### config.mk
export PLATFORM = sky130hd
export DESIGN_NAME = pcs_fsm_status
export DESIGN_NICKNAME = d
export VERILOG_FILES = /design/src/pcs_fsm_status_pkg.sv /design/src/pcs_fsm_status.sv
export VERILOG_INCLUDE_DIRS = /design/src
export SDC_FILE = /design/constraint.sdc
export NUM_CORES = 1
export LEC_CHECK = 0
export ABC_AREA = 1
export BUFFER_PORTS_ARGS = -buffer_cell sky130_fd_sc_hd__buf_4
export CAP_MARGIN = 20
export CELL_PAD_IN_SITES_DETAIL_PLACEMENT = 1
export CELL_PAD_IN_SITES_GLOBAL_PLACEMENT = 1
export CORE_MARGIN = 2
export CORE_UTILIZATION = 21
export DETAILED_ROUTE_END_ITERATION = 10
export GPL_TIMING_DRIVEN = 0
export PLACE_DENSITY = 0.95
export SLEW_MARGIN = 20
export SYNTH_ARGS = -nofsm -noshare
export SYNTH_HDL_FRONTEND = slang
export SYNTH_SLANG_ARGS = --single-unit
### constraint.sdc
create_clock -name hclk -period 2 [get_ports hclk]
set_input_delay 0.5 -clock hclk [delete_from_list [all_inputs] [get_ports hclk]]
set_output_delay 0.5 -clock hclk [all_outputs]
set_load 0.05 [all_outputs]
### src/pcs_fsm_status_defs.svh
// register indices, field layout and bus encodings of the state-status block
`ifndef PCS_FSM_STATUS_DEFS_SVH
`define PCS_FSM_STATUS_DEFS_SVH

// register indices; byte address is four times the index
`define TX_STATE_INDEX 30'h0000d30d
`define RX_STATE_INDEX 30'h0000d30e

// state code field
`define CODE_W 5
`define CODE_LSB 0

// reset value of both status words
`define STATE_REG_RESET 32'h00000000

// ahb-lite encodings
`define HTRANS_ACTIVE_BIT 1
`define HRESP_OKAY 1'h0
`define HREADY_ON 1'h1

`endif

### src/pcs_fsm_status_pkg.sv
// state code types of the transmit and receive machines
package pcs_fsm_status_pkg;

    // transmit machine codes
    typedef enum logic [4:0] {
        tx_reset          = 5'h00,
        tx_test_xmit      = 5'h01,
        tx_send_config    = 5'h02,
        tx_send_idle      = 5'h03,
        tx_data_indicate  = 5'h04,
        tx_send_start     = 5'h05,
        tx_send_data      = 5'h06,
        tx_end_noext      = 5'h07,
        tx_end_even_ok    = 5'h08,
        tx_align_even     = 5'h09,
        tx_send_r_odd     = 5'h0a,
        tx_extend_one     = 5'h0b,
        tx_carrier_extend = 5'h0c,
        tx_align_err      = 5'h0d,
        tx_start_err      = 5'h0e,
        tx_err_data       = 5'h0f,
        tx_false_carrier  = 5'h10
    } tx_state_t;

    // receive machine codes
    typedef enum logic [4:0] {
        rx_reset          = 5'h00,
        rx_link_failed    = 5'h01,
        rx_wait_comma     = 5'h02,
        rx_got_comma      = 5'h03,
        rx_config_a       = 5'h04,
        rx_config_b       = 5'h05,
        rx_config_c       = 5'h06,
        rx_invalid        = 5'h07,
        rx_idle           = 5'h08,
        rx_false_carrier  = 5'h09,
        rx_start_packet   = 5'h0a,
        rx_early_end      = 5'h0b,
        rx_term_ok        = 5'h0c,
        rx_term_ext_a     = 5'h0d,
        rx_term_ext_b     = 5'h0e,
        rx_packet_burst   = 5'h0f,
        rx_extend_err     = 5'h10,
        rx_wrong_data     = 5'h11,
        rx_data           = 5'h12
    } rx_state_t;

endpackage : pcs_fsm_status_pkg

### src/pcs_fsm_status.sv
// ahb-lite status slave reporting transmit and receive machine states
//
// Operation
// - transmit state shown read-only in bits 4:0
// - transmit bring-up and data state codes
// - transmit end-of-packet state codes
// - transmit extension and error state codes
// - receive state shown read-only in bits 4:0
// - receive sync and configuration state codes
// - receive idle and packet start codes
// - receive packet end and data codes
//
// Added by the designer: register access over AHB-Lite.
`timescale 1ns/1ps
`include "pcs_fsm_status_defs.svh"

module pcs_fsm_status (
    input  wire logic        hclk,        // bus and pcs clock, 40 mhz
    input  wire logic        hresetn,     // async reset, active low
    input  wire logic        hsel,        // slave select
    input  wire logic [31:0] haddr,       // byte address
    input  wire logic [1:0]  htrans,      // transfer type
    input  wire logic        hwrite,      // write when high
    input  wire logic [2:0]  hsize,       // transfer size
    input  wire logic [31:0] hwdata,      // write data, ignored
    input  wire logic        hready,      // bus ready
    input  wire logic [4:0]  tx_state_in, // transmit machine state
    input  wire logic [4:0]  rx_state_in, // receive machine state
    output logic      [31:0] hrdata,      // read data
    output logic             hreadyout,   // slave ready
    output logic             hresp        // response, always okay
);

    // captured state codes
    pcs_fsm_status_pkg::tx_state_t tx_code_q;
    pcs_fsm_status_pkg::tx_state_t tx_code_d;
    pcs_fsm_status_pkg::rx_state_t rx_code_q;
    pcs_fsm_status_pkg::rx_state_t rx_code_d;

    // bus side registers
    logic [31:0] rdata_q;
    logic [31:0] rdata_d;
    logic        ready_q;
    logic        ready_d;
    logic        resp_q;
    logic        resp_d;
    logic        accept;

    // helper for the post-reset check
    logic        first_q;
    logic        first_d;

    // word index of a byte address
    function automatic logic [29:0] word_index(input logic [31:0] addr);
        word_index = addr[31:2];
    endfunction : word_index

    // widen a state code into a status word, upper bits zero
    function automatic logic [31:0] status_word(input logic [4:0] code);
        status_word = `STATE_REG_RESET;
        status_word[`CODE_LSB +: `CODE_W] = code;
    endfunction : status_word

    // read mux over the two status words
    function automatic logic [31:0] read_word(
        input logic [31:0]                   addr,
        input pcs_fsm_status_pkg::tx_state_t txc,
        input pcs_fsm_status_pkg::rx_state_t rxc
    );
        read_word = `STATE_REG_RESET;
        if (word_index(addr) == `TX_STATE_INDEX)
            read_word = status_word(txc);
        else if (word_index(addr) == `RX_STATE_INDEX)
            read_word = status_word(rxc);
    endfunction : read_word

    // an address phase is taken when selected, active and ready
    assign accept = hsel & hready & htrans[`HTRANS_ACTIVE_BIT];

    // next values: codes track the machines, reads load the data word
    always_comb
    begin
        tx_code_d = pcs_fsm_status_pkg::tx_state_t'(tx_state_in);
        rx_code_d = pcs_fsm_status_pkg::rx_state_t'(rx_state_in);
        rdata_d   = `STATE_REG_RESET;
        ready_d   = `HREADY_ON;
        resp_d    = `HRESP_OKAY;
        first_d   = 1'h0;
        // writes complete okay and change nothing
        if (accept && !hwrite)
        begin
            rdata_d = read_word(haddr, tx_code_q, rx_code_q);
        end
    end

    // registers; reset state code is zero
    always_ff @(posedge hclk or negedge hresetn)
    begin
        if (!hresetn)
        begin
            tx_code_q <= pcs_fsm_status_pkg::tx_reset;
            rx_code_q <= pcs_fsm_status_pkg::rx_reset;
            rdata_q   <= `STATE_REG_RESET;
            ready_q   <= `HREADY_ON;
            resp_q    <= `HRESP_OKAY;
            first_q   <= 1'h1;
        end
        else
        begin
            tx_code_q <= tx_code_d;
            rx_code_q <= rx_code_d;
            rdata_q   <= rdata_d;
            ready_q   <= ready_d;
            resp_q    <= resp_d;
            first_q   <= first_d;
        end
    end

    // outputs straight from flip-flops
    assign hrdata    = rdata_q;
    assign hreadyout = ready_q;
    assign hresp     = resp_q;

    // transmit field follows the machine one cycle later
    tx_follow_a: assert property (
        @(posedge hclk) disable iff (!hresetn)
        !first_q |-> tx_code_q == $past(tx_state_in))
    else $error("transmit code does not track machine");

    // receive field follows the machine one cycle later
    rx_follow_a: assert property (
        @(posedge hclk) disable iff (!hresetn)
        !first_q |-> rx_code_q == $past(rx_state_in))
    else $error("receive code does not track machine");

    // read of the transmit word returns its code
    tx_read_a: assert property (
        @(posedge hclk) disable iff (!hresetn)
        (accept && !hwrite && word_index(haddr) == `TX_STATE_INDEX)
        |=> hrdata == status_word($past(tx_code_q)))
    else $error("transmit word read wrong");

    // read of the receive word returns its code
    rx_read_a: assert property (
        @(posedge hclk) disable iff (!hresetn)
        (accept && !hwrite && word_index(haddr) == `RX_STATE_INDEX)
        |=> hrdata == status_word($past(rx_code_q)))
    else $error("receive word read wrong");

    // a write leaves both codes tracking the machines
    write_ignored_a: assert property (
        @(posedge hclk) disable iff (!hresetn)
        (accept && hwrite) |=> (hrdata == `STATE_REG_RESET)
        ##1 (tx_code_q == $past(tx_state_in))
        && (rx_code_q == $past(rx_state_in)))
    else $error("write disturbed status");

    // upper bits never drive ones
    upper_zero_a: assert property (
        @(posedge hclk) disable iff (!hresetn)
        hrdata[31:`CODE_W] == 27'h0000000)
    else $error("upper status bits not zero");

    // first cycle after reset shows the reset codes
    reset_zero_a: assert property (
        @(posedge hclk) disable iff (!hresetn)
        first_q |-> (tx_code_q == pcs_fsm_status_pkg::tx_reset)
        && (rx_code_q == pcs_fsm_status_pkg::rx_reset)
        && (hrdata == `STATE_REG_RESET))
    else $error("state codes not zero after reset");

    // sending data is reported with its own code
    tx_data_code_a: assert property (
        @(posedge hclk) disable iff (!hresetn)
        (accept && !hwrite && word_index(haddr) == `TX_STATE_INDEX
        && tx_code_q == pcs_fsm_status_pkg::tx_send_data)
        |=> hrdata[4:0] == pcs_fsm_status_pkg::tx_send_data)
    else $error("send data code wrong");

    // odd phase r is reported with its own code
    tx_odd_code_a: assert property (
        @(posedge hclk) disable iff (!hresetn)
        (accept && !hwrite && word_index(haddr) == `TX_STATE_INDEX
        && tx_code_q == pcs_fsm_status_pkg::tx_send_r_odd)
        |=> hrdata[4:0] == pcs_fsm_status_pkg::tx_send_r_odd)
    else $error("odd phase code wrong");

    // false carrier is the top transmit code
    tx_false_code_a: assert property (
        @(posedge hclk) disable iff (!hresetn)
        (accept && !hwrite && word_index(haddr) == `TX_STATE_INDEX
        && tx_code_q == pcs_fsm_status_pkg::tx_false_carrier)
        |=> hrdata[4] && hrdata[3:0] == 4'h0)
    else $error("false carrier code wrong");

    // waiting for comma is reported with its own code
    rx_comma_code_a: assert property (
        @(posedge hclk) disable iff (!hresetn)
        (accept && !hwrite && word_index(haddr) == `RX_STATE_INDEX
        && rx_code_q == pcs_fsm_status_pkg::rx_wait_comma)
        |=> hrdata[4:0] == pcs_fsm_status_pkg::rx_wait_comma)
    else $error("wait comma code wrong");

    // idle is reported with its own code
    rx_idle_code_a: assert property (
        @(posedge hclk) disable iff (!hresetn)
        (accept && !hwrite && word_index(haddr) == `RX_STATE_INDEX
        && rx_code_q == pcs_fsm_status_pkg::rx_idle)
        |=> hrdata[4:0] == pcs_fsm_status_pkg::rx_idle)
    else $error("idle code wrong");

    // receiving data is the top receive code
    rx_data_code_a: assert property (
        @(posedge hclk) disable iff (!hresetn)
        (accept && !hwrite && word_index(haddr) == `RX_STATE_INDEX
        && rx_code_q == pcs_fsm_status_pkg::rx_data)
        |=> hrdata[4:0] == pcs_fsm_status_pkg::rx_data)
    else $error("receive data code wrong");

    // sending configuration is reported with its own code
    tx_config_code_a: assert property (
        @(posedge hclk) disable iff (!hresetn)
        (accept && !hwrite && word_index(haddr) == `TX_STATE_INDEX
        && tx_code_q == pcs_fsm_status_pkg::tx_send_config)
        |=> hrdata[4:0] == pcs_fsm_status_pkg::tx_send_config)
    else $error("send config code wrong");

    // sending idle is reported with its own code
    tx_idle_code_a: assert property (
        @(posedge hclk) disable iff (!hresetn)
        (accept && !hwrite && word_index(haddr) == `TX_STATE_INDEX
        && tx_code_q == pcs_fsm_status_pkg::tx_send_idle)
        |=> hrdata[4:0] == pcs_fsm_status_pkg::tx_send_idle)
    else $error("send idle code wrong");

    // end delimiter without extension has its own code
    tx_noext_code_a: assert property (
        @(posedge hclk) disable iff (!hresetn)
        (accept && !hwrite && word_index(haddr) == `TX_STATE_INDEX
        && tx_code_q == pcs_fsm_status_pkg::tx_end_noext)
        |=> hrdata[4:0] == pcs_fsm_status_pkg::tx_end_noext)
    else $error("end delimiter code wrong");

    // carrier extend is reported with its own code
    tx_extend_code_a: assert property (
        @(posedge hclk) disable iff (!hresetn)
        (accept && !hwrite && word_index(haddr) == `TX_STATE_INDEX
        && tx_code_q == pcs_fsm_status_pkg::tx_carrier_extend)
        |=> hrdata[4:0] == pcs_fsm_status_pkg::tx_carrier_extend)
    else $error("carrier extend code wrong");

    // sending error data is reported with its own code
    tx_error_code_a: assert property (
        @(posedge hclk) disable iff (!hresetn)
        (accept && !hwrite && word_index(haddr) == `TX_STATE_INDEX
        && tx_code_q == pcs_fsm_status_pkg::tx_err_data)
        |=> hrdata[4:0] == pcs_fsm_status_pkg::tx_err_data)
    else $error("error data code wrong");

    // link failed is reported with its own code
    rx_link_code_a: assert property (
        @(posedge hclk) disable iff (!hresetn)
        (accept && !hwrite && word_index(haddr) == `RX_STATE_INDEX
        && rx_code_q == pcs_fsm_status_pkg::rx_link_failed)
        |=> hrdata[4:0] == pcs_fsm_status_pkg::rx_link_failed)
    else $error("link failed code wrong");

    // last configuration group is reported with its own code
    rx_config_code_a: assert property (
        @(posedge hclk) disable iff (!hresetn)
        (accept && !hwrite && word_index(haddr) == `RX_STATE_INDEX
        && rx_code_q == pcs_fsm_status_pkg::rx_config_c)
        |=> hrdata[4:0] == pcs_fsm_status_pkg::rx_config_c)
    else $error("config group code wrong");

    // false carrier on receive has its own code
    rx_false_code_a: assert property (
        @(posedge hclk) disable iff (!hresetn)
        (accept && !hwrite && word_index(haddr) == `RX_STATE_INDEX
        && rx_code_q == pcs_fsm_status_pkg::rx_false_carrier)
        |=> hrdata[4:0] == pcs_fsm_status_pkg::rx_false_carrier)
    else $error("receive false carrier code wrong");

    // start of packet is reported with its own code
    rx_start_code_a: assert property (
        @(posedge hclk) disable iff (!hresetn)
        (accept && !hwrite && word_index(haddr) == `RX_STATE_INDEX
        && rx_code_q == pcs_fsm_status_pkg::rx_start_packet)
        |=> hrdata[4:0] == pcs_fsm_status_pkg::rx_start_packet)
    else $error("start of packet code wrong");

    // carrier extension error is reported with its own code
    rx_extend_code_a: assert property (
        @(posedge hclk) disable iff (!hresetn)
        (accept && !hwrite && word_index(haddr) == `RX_STATE_INDEX
        && rx_code_q == pcs_fsm_status_pkg::rx_extend_err)
        |=> hrdata[4:0] == pcs_fsm_status_pkg::rx_extend_err)
    else $error("extension error code wrong");

    // read data is zero outside a read data phase
    no_read_zero_a: assert property (
        @(posedge hclk) disable iff (!hresetn)
        !(accept && !hwrite) |=> hrdata == `STATE_REG_RESET)
    else $error("read data outside a read");

    // unmapped reads return zero
    unmapped_zero_a: assert property (
        @(posedge hclk) disable iff (!hresetn)
        (accept && !hwrite && word_index(haddr) != `TX_STATE_INDEX
        && word_index(haddr) != `RX_STATE_INDEX)
        |=> hrdata == `STATE_REG_RESET)
    else $error("unmapped read not zero");

    // slave is always ready with okay
    ready_okay_a: assert property (
        @(posedge hclk) disable iff (!hresetn)
        hreadyout && hresp == `HRESP_OKAY)
    else $error("slave not ready or not okay");

endmodule : pcs_fsm_status

== After elaboration in Yosys (flattened, before gate mapping) ==
Cells that the tools add are included.
Word-level totals
  output and inout bits: 34
  bits of input ports: 84
  logic and storage cells: 12
  flip-flop bits (word level): 42
Operators by class
  multiplexer cells: 3
  equal/unequal tests: 2
  bitwise logic cells: 2
  reductions and logical operators: 2
Operator list (number)
  $eq 30x16->1 const B: 2
  $mux 32: 1
  $mux 5: 2
  $and 1x1->1: 2
  $logic_and 1x1->1: 1
  $logic_not 1->1: 1

== Longest topological paths before layout ==
  word-level depth: 4
  depth in mapped cells: 8
  mapped depth without buffers: 8

== Worst setup path before layout ==
Ideal clock, no wire load.
  kind: input-to-reg
  start point: input port haddr[3]
  end point: register rdata_q[0] (netlist: hrdata[0])
  setup slack: 0.796 ns
  library setup time: 0.079 ns
  stages: 7
  data required time: 1.921 ns
  arrival time: 1.125 ns
  buffers on the path: 0
  cells stage by stage: inv_1 -> nand2_1 -> nor2_1 -> nand2_2 -> nor2_8 -> nand3_1 -> a21oi_1
Between the ends
  word-level cells in the longest chain between the ends: 4
  elaborated cells on any way between the ends: 5
  classes of those cells: eq/ne (2); mux (3)
Ends and longest elaborated chain
  from (decl): line pcs_fsm_status.sv:21  | input wire logic [31:0] haddr,
  $eq 30x16->1 (no line)
  $mux 5: line pcs_fsm_status.sv:73  | else if (word_index(addr) == `RX_STATE_INDEX)
  $mux 5 *: line pcs_fsm_status.sv:71  | if (word_index(addr) == `TX_STATE_INDEX)
  $mux 32 *: line pcs_fsm_status.sv:90  | if (accept && !hwrite)
  via rdata_d[0]: line pcs_fsm_status.sv:42  | logic [31:0] rdata_d;
  to (signal assigned): line pcs_fsm_status.sv:103  | rdata_q <= `STATE_REG_RESET;
  to (signal assigned): line pcs_fsm_status.sv:112  | rdata_q <= rdata_d;
  to (decl): line pcs_fsm_status.sv:41  | logic [31:0] rdata_q;
Mark *: on every way through the listed nets, which the timed path passes. The rest lies on a longest branch.

== Worst setup path after layout ==
  start point: register rdata_q[2] (netlist: hrdata[2])
  end point: output port hrdata[2]
RTL lines
  to (decl): line pcs_fsm_status.sv:29  | output logic [31:0] hrdata,
No word-level cell between the ends.

==> results.md <==
- Outcome: finished, final reports clean
- Filler cells: between 500 and 600
- Ports: about 120
- PortBufs: 50
- Die H: a little over 70 um
- RSZ-0062 raised after global routing: false
- Tot Pwr: between 800 and 900 uW
- First-pass DRT Iterations: 2
- Top cells by area, synth: dfrtp_1 39%, buf_4 23%, nor2_1 9.0%
- Dpl ws: 481 ps
- Post-synthesis instance total: ~130
- Top delay family on crit path: flip-flops
- Grt ovf: 0
- Core area: around 4400 um^2
- Required time of the critical path: 1500 ps
- Starting Density: between 20% and 30%
- Site row count: 24
- Clk slew on worst S/H paths: 60 ps
- Number of enable flip-flop cells after synthesis: 0
- CP Data Arrival Time: 790 ps
- Synth cell types: 14
- Hold/Removal Path Class: in -> async
- First-pass GRT wire length: around 3.7 mm
- Vias: roughly 940
- Final nets: approximately 290
- ANT nets after route: 0
- Max_cap viols: 0
- # DRC: 0
- Routed WL per cell: 9.30 um
- Reg2reg start: rx_code_q[1]$_DFF_PN0_
- Post-synth top cells: 29 x buf_4, 23 x nor2_1, 22 x nand2_1
- Setup TNS: 0 ps
- Slowest CP cell: dfrtp_1
- Syn Area/Cell: 7.48 um^2
- Critical Path End Type: primary output
- Fin crit share: 64.4%
- Final WS setup: 712 ps
- Met3 WL: 197 um
- CTS Buf Count: 3
- Flops & latches, synth: 15
- Share of cells above drive strength 1: between 40 and 50%
- Maximum number of pins on one net before global-route repair: 16
- Final WL: 2.43 mm
- Cell area power density: between 500 and 600 nW/um^2
- Startpoint Class: flop
- Maximum root-to-sink buffer count: 2
- Top-count cell post-synth: buf_4
- M1 wire length: 753 um
- Stages on worst setup path: 1
- Diodes inserted: 0
- Synth Flop Type: dfrtp_1
- Iteration-0 DRC Markers: 22
- Seq/Total Area, Yosys: 39.2%
- RePlAce Congestion: 0.795
- WS Path Type: reg -> out
- Resize count post-CTS: 0
- Clock tree sinks: 15
- Critical R2R Capture: hrdata[1]$_DFF_PN0_
- Final setup violation count: 0
- Uppermost layer routed: met4
- GR Util All Layers: 9.18%
- Metal2 WL: 1.46 mm
- Htree depth: 1
- FF-to-FF setup slack: 1210 ps
- Initial antenna violation count: 0
- Die width: 71.5 um
- Crit path max fanout: 1
- Peak VDD IR: 0.247 mV
- Top-area cell type share of the netlist area: 39.2%
- Count of final hold-check violations: 0
- R2r worst-path depth: 4
- Synth warnings: 0
- Ys async rst share: 100%
- CTS tree: done
- Max Slew Vio Count: 0
- Clock Skew: 1.55 ps
- Layout area overhead: 61.3%
- Fmax: 0.776 GHz
- Vias per inst: 3.61
- Yosys top cell by area: dfrtp_1
- Vias in the first global route: 954
- CP max stage delay: 360 ps
- Leakage: 0.000911 uW
- DP HPWL: 2.14 mm
- Clk root buf: clkbuf_8
- Post-cts hold buffer count: 0
- Crit path cell chain: buf_4
- Clk_lat worst skew: 240 ps
- Synthesized area: 957 um^2
- Post-CTS setup buffer count: 0
- Critical path buffers and inverters: 1
- Die Area: 5110 um^2
- Crit path time final: 1290 ps
-- cell type report --
cell class / instances / area [um^2] / area share (%)
inverter: 20 / 75.1 / 4.86
tap: 52 / 65.1 / 4.21
timing repair buffer: 50 / 375 / 24.3
clock buffer: 4 / 45.0 / 2.92
buffer: 29 / 218 / 14.1
multi-input combinational: 91 / 390 / 25.3
sequential: 15 / 375 / 24.3
-- cell families after synthesis --
logic type	synth area share, %
buf+inv	30.6
simple gates	26.8
other cells	0.785
compound gates	2.61
flops	39.2
-- per-stage QoR --
| stage | instance area [um^2] | utilization [%] | instances | hold WS (ps) |
|---|---|---|---|---|
| after floorplan | 1060 | - | 155 | 204 |
| final | 1540 | 35.2 | 261 | 100 |
| after global placement | 1500 | 34.2 | 257 | 355 |
| after detailed placement | 1500 | 34.2 | 257 | 359 |
| after CTS | 1540 | 35.2 | 261 | 101 |
| after global routing | 1540 | 35.2 | 261 | 102 |
-- worst max-delay path by stage --
| stage | startpoint | endpoint |
|---|---|---|
| floorplan | haddr[3] | hrdata[0]$_DFF_PN0_ |
| finish | hrdata[2]$_DFF_PN0_ | hrdata[2] |
| global route | haddr[21] | hrdata[1]$_DFF_PN0_ |
| detailed placement | haddr[21] | hrdata[1]$_DFF_PN0_ |
| global placement | haddr[19] | hrdata[1]$_DFF_PN0_ |
| CTS | hrdata[4]$_DFF_PN0_ | hrdata[4] |
-- cell usage in the layout, fill, tap and decap left out, types with 3 or more instances in the layout --
cell type   n
inv_1      19
clkbuf_8    3
nand3_1     5
buf_4      79
conb_1     29
nor2_1     23
dfrtp_1    15
a21oi_1     5
nand2_1    22
-- layer usage --
layer / track usage [%] / up-vias
met3: 1.83 / 2
met4: 3.77 / 0
met2: 19.1 / 38
met1: 8.33 / 423
li1: - / 478
met5: 0 / -
-- sequential cells by signal (all words and copies together) (netlist names) --
name,cells
hrdata,5
rx_code_q,5
tx_code_q,5
-- power breakdown --
part / internal (uW) / switching, uW
Sequential: 314 / 3.40
Clock: 141 / 92.5
Combinational: 104 / 162
(Power assumes the default switching activity.)
